### src/dcfr_defines.vh
// Register offsets, field positions, reset values and mode codes for the debug
// compare, trace FIFO and host force-reset block.
// Assumes an 8-bit CPU register port and a separate host memory-write port.
`ifndef DCFR_DEFINES_VH
`define DCFR_DEFINES_VH

`define DCFR_OFF_CMP_A_HIGH 4'h0
`define DCFR_OFF_CMP_A_LOW 4'h1
`define DCFR_OFF_CMP_B_HIGH 4'h2
`define DCFR_OFF_CMP_B_LOW 4'h3
`define DCFR_OFF_FIFO_HIGH 4'h4
`define DCFR_OFF_FIFO_LOW 4'h5
`define DCFR_OFF_CONTROL 4'h6
`define DCFR_OFF_TRIGGER 4'h7
`define DCFR_OFF_STATUS 4'h8
`define DCFR_OFF_FORCE_RESET 4'h9

`define DCFR_BIT_MODULE_ENABLE 7
`define DCFR_BIT_RUN_ACTIVE 6
`define DCFR_BIT_FORCE_RESET 0

`define DCFR_CMP_RESET 8'h00
`define DCFR_CTRL_RESET 8'h00
`define DCFR_ZERO_BYTE 8'h00

`define DCFR_TRG_EVENT_B 4'h3
`define DCFR_TRG_A_THEN_EVENT_B 4'h4

`define DCFR_FIFO_DEPTH 8
`define DCFR_FIFO_AW 3

`define DCFR_RESET_PULSE_CYCLES 4'h4

`endif

### src/dcfr_debug_regs.v
// Debug module registers: two comparators, trace FIFO port, control, trigger, force reset.
// Assumes a CPU register port with one-cycle read and write strobes, and a host port.
`timescale 1ns/1ns
`include "dcfr_defines.vh"

module dcfr_debug_regs (
  input wire mclk, // Bus clock, 25 MHz.
  input wire sys_rst, // Asynchronous reset, active high.
  input wire cpu_rd, // CPU register read strobe, one cycle.
  input wire cpu_wr, // CPU register write strobe, one cycle.
  input wire [3:0] cpu_addr, // CPU register offset.
  input wire [7:0] cpu_wdata, // CPU write data.
  output reg [7:0] cpu_rdata, // CPU read data, valid the cycle after cpu_rd.
  input wire host_wr, // Serial debug host memory write strobe.
  input wire [3:0] host_addr, // Host write offset.
  input wire [7:0] host_wdata, // Host write data.
  input wire mcu_secure, // MCU is secured.
  input wire [15:0] cpu_addr_bus, // Address of the current CPU bus cycle.
  input wire [7:0] cpu_data_bus, // Data of the current CPU bus cycle.
  input wire bus_valid, // A CPU bus cycle is present.
  input wire opcode_fetch, // Current bus cycle fetches an opcode.
  output wire [15:0] compare_a, // Comparator A value.
  output wire [15:0] compare_b, // Comparator B value.
  output wire run_active_flag, // Armed flag.
  output wire mcu_reset_req // System reset request, active high.
);

  reg [7:0] cmp_ah_q;
  reg [7:0] cmp_al_q;
  reg [7:0] cmp_bh_q;
  reg [7:0] cmp_bl_q;
  reg module_enable_q;
  reg run_active_q;
  reg run_active_flag_q;
  reg [3:0] trigger_mode_select_q;
  reg begin_trace_q;
  reg triggered_q;
  reg a_seen_q;
  reg [15:0] last_opcode_q;
  wire user_wr;
  wire event_only;
  wire wr_cmp_ok;
  wire ctrl_wr;
  wire low_rd;
  wire match_a;
  wire match_b;
  wire trig_hit;
  wire capture;
  wire [15:0] push_word;
  wire [15:0] head_word;
  wire fifo_full;
  wire run_done;
  wire fifo_clear;

  assign compare_a = {cmp_ah_q, cmp_al_q};
  assign compare_b = {cmp_bh_q, cmp_bl_q};
  assign run_active_flag = run_active_flag_q;
  assign event_only = (trigger_mode_select_q == `DCFR_TRG_EVENT_B) ||
                      (trigger_mode_select_q == `DCFR_TRG_A_THEN_EVENT_B);

  ////////////////////////////////////////////////////////////////////////
  // Write decode.
  assign user_wr = cpu_wr;
  assign wr_cmp_ok = user_wr && !run_active_q;
  assign ctrl_wr = user_wr && (cpu_addr == `DCFR_OFF_CONTROL);
  assign low_rd = cpu_rd && (cpu_addr == `DCFR_OFF_FIFO_LOW);

  always @(posedge mclk or posedge sys_rst) begin
    if (sys_rst) begin
      cmp_ah_q <= `DCFR_CMP_RESET;
      cmp_al_q <= `DCFR_CMP_RESET;
      cmp_bh_q <= `DCFR_CMP_RESET;
      cmp_bl_q <= `DCFR_CMP_RESET;
      trigger_mode_select_q <= 4'h0;
      begin_trace_q <= 1'b0;
    end else if (wr_cmp_ok) begin
      case (cpu_addr)
        `DCFR_OFF_CMP_A_HIGH: cmp_ah_q <= cpu_wdata;
        `DCFR_OFF_CMP_A_LOW: cmp_al_q <= cpu_wdata;
        `DCFR_OFF_CMP_B_HIGH: cmp_bh_q <= cpu_wdata;
        `DCFR_OFF_CMP_B_LOW: cmp_bl_q <= cpu_wdata;
        `DCFR_OFF_TRIGGER: begin
          trigger_mode_select_q <= cpu_wdata[3:0];
          begin_trace_q <= cpu_wdata[6];
        end
        default: begin
        end
      endcase
    end
  end

  ////////////////////////////////////////////////////////////////////////
  // Comparators and trigger.
  assign match_a = bus_valid && (cpu_addr_bus == compare_a);
  assign match_b = bus_valid && (cpu_addr_bus == compare_b);

  reg trig_c;
  always @* begin
    case (trigger_mode_select_q)
      4'h0: trig_c = match_a;
      4'h1: trig_c = match_a || match_b;
      4'h2: trig_c = a_seen_q && match_b;
      4'h3: trig_c = match_b;
      4'h4: trig_c = a_seen_q && match_b;
      4'h5: trig_c = match_a && (cpu_data_bus == cmp_bl_q);
      4'h6: trig_c = match_a && (cpu_data_bus != cmp_bl_q);
      4'h7: trig_c = bus_valid && (cpu_addr_bus >= compare_a) && (cpu_addr_bus <= compare_b);
      4'h8: trig_c = bus_valid && ((cpu_addr_bus < compare_a) || (cpu_addr_bus > compare_b));
      default: trig_c = 1'b0;
    endcase
  end
  assign trig_hit = run_active_flag_q && trig_c;

  // Event-only modes store on every trigger; others store opcode addresses.
  // byte into low half
  assign push_word = event_only ? {`DCFR_ZERO_BYTE, cpu_data_bus} : cpu_addr_bus;
  assign capture = run_active_flag_q && (event_only ? trig_hit :
                   (opcode_fetch && bus_valid && (triggered_q || !begin_trace_q || trig_hit)));
  assign run_done = run_active_flag_q && fifo_full;
  assign fifo_clear = ctrl_wr && cpu_wdata[`DCFR_BIT_RUN_ACTIVE] && cpu_wdata[`DCFR_BIT_MODULE_ENABLE];

  ////////////////////////////////////////////////////////////////////////
  // Control and arm state.
  always @(posedge mclk or posedge sys_rst) begin
    if (sys_rst) begin
      module_enable_q <= 1'b0;
      run_active_q <= 1'b0;
      run_active_flag_q <= 1'b0;
      triggered_q <= 1'b0;
      a_seen_q <= 1'b0;
      last_opcode_q <= 16'h0000;
    end else begin
      if (bus_valid && opcode_fetch) begin
        last_opcode_q <= cpu_addr_bus;
      end
      if (ctrl_wr) begin
        module_enable_q <= cpu_wdata[`DCFR_BIT_MODULE_ENABLE] && !mcu_secure;
        run_active_q <= cpu_wdata[`DCFR_BIT_RUN_ACTIVE] && cpu_wdata[`DCFR_BIT_MODULE_ENABLE] && !mcu_secure;
        run_active_flag_q <= cpu_wdata[`DCFR_BIT_RUN_ACTIVE] && cpu_wdata[`DCFR_BIT_MODULE_ENABLE] && !mcu_secure;
        triggered_q <= 1'b0;
        a_seen_q <= 1'b0;
      end else if (run_done) begin
        run_active_q <= 1'b0;
        run_active_flag_q <= 1'b0;
      end else if (run_active_flag_q) begin
        if (match_a) begin
          a_seen_q <= 1'b1;
        end
        if (trig_hit) begin
          triggered_q <= 1'b1;
        end
      end
    end
  end

  ////////////////////////////////////////////////////////////////////////
  // Trace FIFO.
  dcfr_trace_fifo u_fifo (
    .mclk(mclk),
    .sys_rst(sys_rst),
    .clear(fifo_clear),
    .push(capture),
    .push_word(push_word),
    .advance(low_rd && !run_active_flag_q),
    .profile_store(low_rd && !run_active_flag_q),
    .profile_word(last_opcode_q),
    .head_word(head_word),
    .full(fifo_full)
  );

  ////////////////////////////////////////////////////////////////////////
  // Read mux; unmapped offsets read zero.
  // nine-byte user map
  always @(posedge mclk or posedge sys_rst) begin
    if (sys_rst) begin
      cpu_rdata <= `DCFR_ZERO_BYTE;
    end else if (cpu_rd) begin
      case (cpu_addr)
        `DCFR_OFF_CMP_A_HIGH: cpu_rdata <= cmp_ah_q;
        `DCFR_OFF_CMP_A_LOW: cpu_rdata <= cmp_al_q;
        `DCFR_OFF_CMP_B_HIGH: cpu_rdata <= cmp_bh_q;
        `DCFR_OFF_CMP_B_LOW: cpu_rdata <= cmp_bl_q;
        `DCFR_OFF_FIFO_HIGH: cpu_rdata <= event_only ? `DCFR_ZERO_BYTE : head_word[15:8];
        `DCFR_OFF_FIFO_LOW: cpu_rdata <= head_word[7:0];
        `DCFR_OFF_CONTROL: cpu_rdata <= {module_enable_q, run_active_q, 6'h00};
        `DCFR_OFF_TRIGGER: cpu_rdata <= {1'b0, begin_trace_q, 2'h0, trigger_mode_select_q};
        `DCFR_OFF_STATUS: cpu_rdata <= {run_active_flag_q, triggered_q, fifo_full, 5'h00};
        default: cpu_rdata <= `DCFR_ZERO_BYTE;
      endcase
    end
  end

  ////////////////////////////////////////////////////////////////////////
  // host-only force reset
  dcfr_host_reset u_host_reset (
    .mclk(mclk),
    .sys_rst(sys_rst),
    .host_wr(host_wr && (host_addr == `DCFR_OFF_FORCE_RESET)),
    .host_wdata(host_wdata),
    .mcu_reset_req(mcu_reset_req)
  );

endmodule // dcfr_debug_regs

### src/dcfr_host_reset.v
// Host force-reset register: accepts host memory writes only, drives a reset pulse.
// Assumes host writes arrive as a one-cycle strobe from the serial debug logic.
`timescale 1ns/1ns
`include "dcfr_defines.vh"

module dcfr_host_reset (
  input wire mclk, // Bus clock.
  input wire sys_rst, // Asynchronous reset, active high.
  input wire host_wr, // Host write strobe to this register.
  input wire [7:0] host_wdata, // Host write data.
  output reg mcu_reset_req // System reset request, active high.
);

  reg [3:0] cnt_q;

  ////////////////////////////////////////////////////////////////////////
  always @(posedge mclk or posedge sys_rst) begin
    if (sys_rst) begin
      cnt_q <= 4'h0;
      mcu_reset_req <= 1'b0;
    end else begin
      if (host_wr && host_wdata[`DCFR_BIT_FORCE_RESET]) begin
        cnt_q <= `DCFR_RESET_PULSE_CYCLES;
        mcu_reset_req <= 1'b1;
      end else if (cnt_q != 4'h0) begin
        cnt_q <= cnt_q - 4'h1;
        mcu_reset_req <= (cnt_q != 4'h1);
      end else begin
        mcu_reset_req <= 1'b0;
      end
    end
  end

endmodule // dcfr_host_reset

### src/dcfr_trace_fifo.v
// Eight-word trace FIFO storage with a read pointer and a profiling write path.
// Assumes the owner decides when to advance and what word to store.
`timescale 1ns/1ns
`include "dcfr_defines.vh"

module dcfr_trace_fifo (
  input wire mclk, // Bus clock.
  input wire sys_rst, // Asynchronous reset, active high.
  input wire clear, // Empties the FIFO and rewinds the pointer.
  input wire push, // Stores push_word at the write slot.
  input wire [15:0] push_word, // Word to store.
  input wire advance, // Moves the read slot to the next word.
  input wire profile_store, // Stores profile_word at the read slot.
  input wire [15:0] profile_word, // Opcode address for profiling.
  output wire [15:0] head_word, // Word at the read slot.
  output wire full // All eight slots written since clear.
);

  reg [15:0] mem_q [0:`DCFR_FIFO_DEPTH-1];
  reg [`DCFR_FIFO_AW-1:0] rd_q;
  reg [`DCFR_FIFO_AW-1:0] wr_q;
  reg [`DCFR_FIFO_AW:0] cnt_q;
  integer i;

  assign head_word = mem_q[rd_q];
  assign full = cnt_q[`DCFR_FIFO_AW];

  ////////////////////////////////////////////////////////////////////////
  always @(posedge mclk or posedge sys_rst) begin
    if (sys_rst) begin
      rd_q <= 3'h0;
      wr_q <= 3'h0;
      cnt_q <= 4'h0;
      for (i = 0; i < `DCFR_FIFO_DEPTH; i = i + 1) begin
        mem_q[i] <= 16'h0000;
      end
    end else if (clear) begin
      rd_q <= 3'h0;
      wr_q <= 3'h0;
      cnt_q <= 4'h0;
    end else begin
      if (push && !full) begin
        mem_q[wr_q] <= push_word;
        wr_q <= wr_q + 3'h1;
        cnt_q <= cnt_q + 4'h1;
      end
      // eight-deep ring
      // The slot just left becomes the last, so it returns after eight reads.
      if (profile_store) begin
        mem_q[rd_q] <= profile_word;
      end
      if (advance) begin
        rd_q <= rd_q + 3'h1;
      end
    end
  end

endmodule // dcfr_trace_fifo

### config.mk
export PLATFORM = sky130hd
export DESIGN_NAME = dcfr_debug_regs
export DESIGN_NICKNAME = d
export VERILOG_FILES = /design/src/dcfr_debug_regs.v /design/src/dcfr_host_reset.v /design/src/dcfr_trace_fifo.v
export VERILOG_INCLUDE_DIRS = /design/src
export SDC_FILE = /design/constraint.sdc
export NUM_CORES = 1
export LEC_CHECK = 0
export ABC_CLOCK_PERIOD_IN_PS = 4500
export BUFFER_PORTS_ARGS = -buffer_cell sky130_fd_sc_hd__clkbuf_2
export CAP_MARGIN = 5
export CORE_UTILIZATION = 45
export DETAILED_ROUTE_END_ITERATION = 10
export SLEW_MARGIN = 20
export SYNTH_ARGS = -nofsm -noshare
export SYNTH_HDL_FRONTEND = slang
export SYNTH_HIERARCHICAL = 1
export SYNTH_SLANG_ARGS = --single-unit
export TNS_END_PERCENT = 5
### constraint.sdc
create_clock -name mclk -period 4.5 [get_ports mclk]
set_input_delay 0 -clock mclk [delete_from_list [all_inputs] [get_ports mclk]]
set_output_delay 0 -clock mclk [all_outputs]
set_load 0.005 [all_outputs]
==> out/qor.yml <==
syn-cell-area_mm2: 0.0118
crit_arrival_ps: 4500
area_growth_pct: 16.2
drc: 0
postPlaceCellArea_mm2: 0.0126
tritoncts: "built"
rsz0062_at_grt: "no"
grt_first_pass_wirelength_um: 56000
tns_ps: 0
track_usage_pct: 27.7
synth-seq-cells: 208
antenna_found_initial: 0
die_h_um: 164
wire_per_inst_um: 24.0
criticalPathCategory: "flip-flop to flip-flop"
wirelength_um: 35900
cp_max_fo: 16
path_buf_inv: 1
syn_nets: 1143
multiInputGateArea_mm2: 0.00610
cpMostUsedCell: "nand3_1"
slowest_delay_ps: 950
hp-class: "input port to flip-flop"
grt_max_degree: 101
setup_viol: 0
synth_area_leaders: "dfrtp_1 (44%), o221a_2 (9.4%), mux4_2 (6.7%)"
drt-vias-per-instance: 6.20
layout-drive-gt1-share_pct: 31.9
fp.dieArea_mm2: 0.0269
post_cts_buffers: 0
routabilityCongestion: 0.937
post-route-min-period_ps: 4100
post_cts_resized: 0
initial_core_util_pct: 46.4
cp.required_ps: 4900
post-place-cells: 1415
max-cap-violations: 0
cp_slowest_cell: "or4_1"
worstMarginPinSlew_ps: 939
fin_area_mm2: 0.0137
max_slew_margin_pct: 37.4
cts_root_buf: "clkbuf_16"
m1WireLength_um: 15200
postSynthAreaPerCell_um2: 11.3
grt-ovfl-total: 0
insertion_delay_ps: 520
p_per_area_mw_per_mm2: 498
htreeDepth: 1
drt-pass1-iter-count: 7
hold_viol_final: 0
grt_pass1_vias: 9402
end_kind: "flip-flop"
ir_worst_vdd_v: 0.000406
drv_slew: 0
highest_layer: "met4"
ant_nets: 0
synth_edf_count: 0
rows: 58
period_share_pct: 91.0
skew_ps: 9.08
io_pins: 98
outcome: "complete, no violations"
clockBufferDepth: 3
io_buffers: 90
route.met2.wl_um: 16900
via_count: 9251
hold_buffers: 34
setup_ws_ps: 404
p_leak_uw: 0.00589
yosysSeqAreaShare_pct: 44.0
synthCells: 1049
clkSinkCount: 208
cts_inserted_buffers: 24
cp_top_family: "simple AND/OR/NAND/NOR gates"
fin_cells: 1493
fmax_mhz: 244
clk_pin_slew_ps: 60
fin_nets: 1239
synth_area_leader_cell: "dfrtp_1"
drt_iter0_drc: 818
synthArstFlopShare_pct: 100
synthDominantCellAreaShare_pct: 44.0
met3_length_um: 2290
die_w_um: 164
cp_cell_sequence: "inv_1, ha_1, nand4_1, nor4_1, nor4b_1, a311o_1, nand3_1, nand3_1, nand3b_1, or4_1, o221a_2"
coreArea_mm2: 0.0255
antenna_cells: 0
synth.distinct_cells: 72
power_uw: 6850
yosysWarnings: 6
ys.flop_type: "dfrtp_1"
start_kind: "flip-flop"
n_fill_cell: 2225
seq_area_mm2: 0.00521
place_hpwl_um: 25100
dpl_worst_slack_ps: 459
-- synth_stat cells (3+ instances only) --
cell type / instances
a21boi_0: 4
buf_6: 5
mux2_1: 42
mux2_2: 35
nor2_1: 34
o21a_1: 3
clkbuf_1: 32
or2_2: 16
nand4_1: 11
xor2_1: 11
o21ai_0: 7
mux2i_1: 5
nand2b_1: 8
and4b_1: 5
buf_2: 29
a22oi_1: 8
o22ai_1: 9
o2bb2ai_1: 8
buf_1: 20
nand3_1: 8
nand3b_1: 6
nor3_1: 3
ha_1: 38
a21oi_1: 26
o221a_1: 29
nor2b_1: 21
o21ai_1: 5
or3_1: 6
nor4bb_1: 4
or4b_1: 3
inv_1: 49
dfrtp_1: 208
nor4_1: 6
a221oi_1: 4
o221a_2: 99
mux4_2: 35
nand2_1: 154
o31ai_1: 4
-- per-layer routing --
layer	track usage (%)	up-vias
li1	-	4151
met1	37.1	4652
met2	44.9	370
met3	4.32	78
met4	11.2	0
met5	0	-
-- worst paths after layout --
check                                                endpoint                   startpoint  cells after the start  slack, ps
max in group asynchronous          u_fifo/rd_q[0]$_DFFE_PP0P_                      sys_rst                      4       3170
worst min register to register    module_enable_q$_DFFE_PP0P_  module_enable_q$_DFFE_PP0P_                      2        500
worst min-delay path             last_opcode_q[0]$_DFFE_PP0P_                 opcode_fetch                      4         30
worst max-delay path            u_fifo/mem_q[111]$_DFFE_PP0N_      cmp_al_q[3]$_DFFE_PP0P_                     11        400
worst max register to register  u_fifo/mem_q[111]$_DFFE_PP0N_      cmp_al_q[3]$_DFFE_PP0P_                     11        400
min in group asynchronous        u_fifo/mem_q[21]$_DFFE_PP0N_                      sys_rst                      3        230
-- report_power, final --
part | total, uW | internal (uW) | switching [uW] | leakage, uW
Combinational | 2140 | 1100 | 1030 | 0.00280
Sequential | 2750 | 2310 | 437 | 0.00270
Clock | 1960 | 1160 | 800 | 0.000386
-- per-stage QoR --
step | util [%] | hold WS, ps
after floorplan | - | -221
after global placement | 49.5 | -17.0
after detailed placement | 49.5 | -26.4
after CTS | 54.0 | 20.0
after global routing | 54.0 | 69.5
final | 54.0 | 34.2
-- logic make-up (layout without fill, tap and decap cells) --
kind of cell	count (synthesis)	after routing	share of synthesized area, %
AND/OR/NAND/NOR	309	309	13.6
AO/OA/AOI/OAI	227	227	18.0
flip-flops	208	208	44.0
buffers and inverters	137	251	5.04
multiplexers	117	117	14.4
adder cells (fa/ha/maj)	38	38	4.02
XOR/XNOR	13	13	0.963
-- area by class of cell --
class	instances	area share, %
clock inverter	7	0.482
sequential	208	37.9
inverter	49	1.37
tap	330	3.00
timing repair buffer	158	7.61
clock buffer	37	5.24
multi-input combinational	704	44.4
-- sequential cells by signal (all words and copies together) (netlist names), 3 cells and up --
name / cells
u_fifo/mem_q: 128
last_opcode_q: 16
cmp_ah_q: 8
cmp_al_q: 8
cmp_bh_q: 8
cmp_bl_q: 8
cpu_rdata: 8
trigger_mode_select_q: 4
u_fifo/cnt_q: 4
u_host_reset/cnt_q: 4
u_fifo/rd_q: 3
u_fifo/wr_q: 3
-- tightest hold or removal path: cells and delay by family --
kind / cells / cell delay (ps)
AOI/OAI and AO/OA: 1 / 160
buffers and inverters: 2 / 290
and+or+nand+nor: 1 / 50
-- cells in the final DEF, fill, tap and decap left out, types with 6 or more instances in the layout --
cell type / netlist / routed
clkbuf_16: 0 / 25
o22ai_1: 9 / 9
dfrtp_1: 208 / 206
a22oi_1: 8 / 8
nand3b_1: 6 / 6
a21oi_1: 26 / 26
o2bb2ai_1: 8 / 8
nor2_1: 34 / 32
xor2_1: 11 / 11
dlygate4sd3_1: 0 / 34
nand3_1: 8 / 8
mux2_2: 35 / 35
mux2_1: 42 / 42
nand4_1: 11 / 11
or2_2: 16 / 16
ha_1: 38 / 38
clkbuf_2: 0 / 90
o221a_2: 99 / 99
buf_4: 2 / 34
mux4_2: 35 / 35
inv_1: 49 / 47
o221a_1: 29 / 29
or3_1: 6 / 6
nand2_1: 154 / 154
nand2b_1: 8 / 8
clkbuf_1: 32 / 7
o21ai_0: 7 / 7
nor4_1: 6 / 6
nor2b_1: 21 / 21
Note: power is estimated with default switching activity, not from simulation.
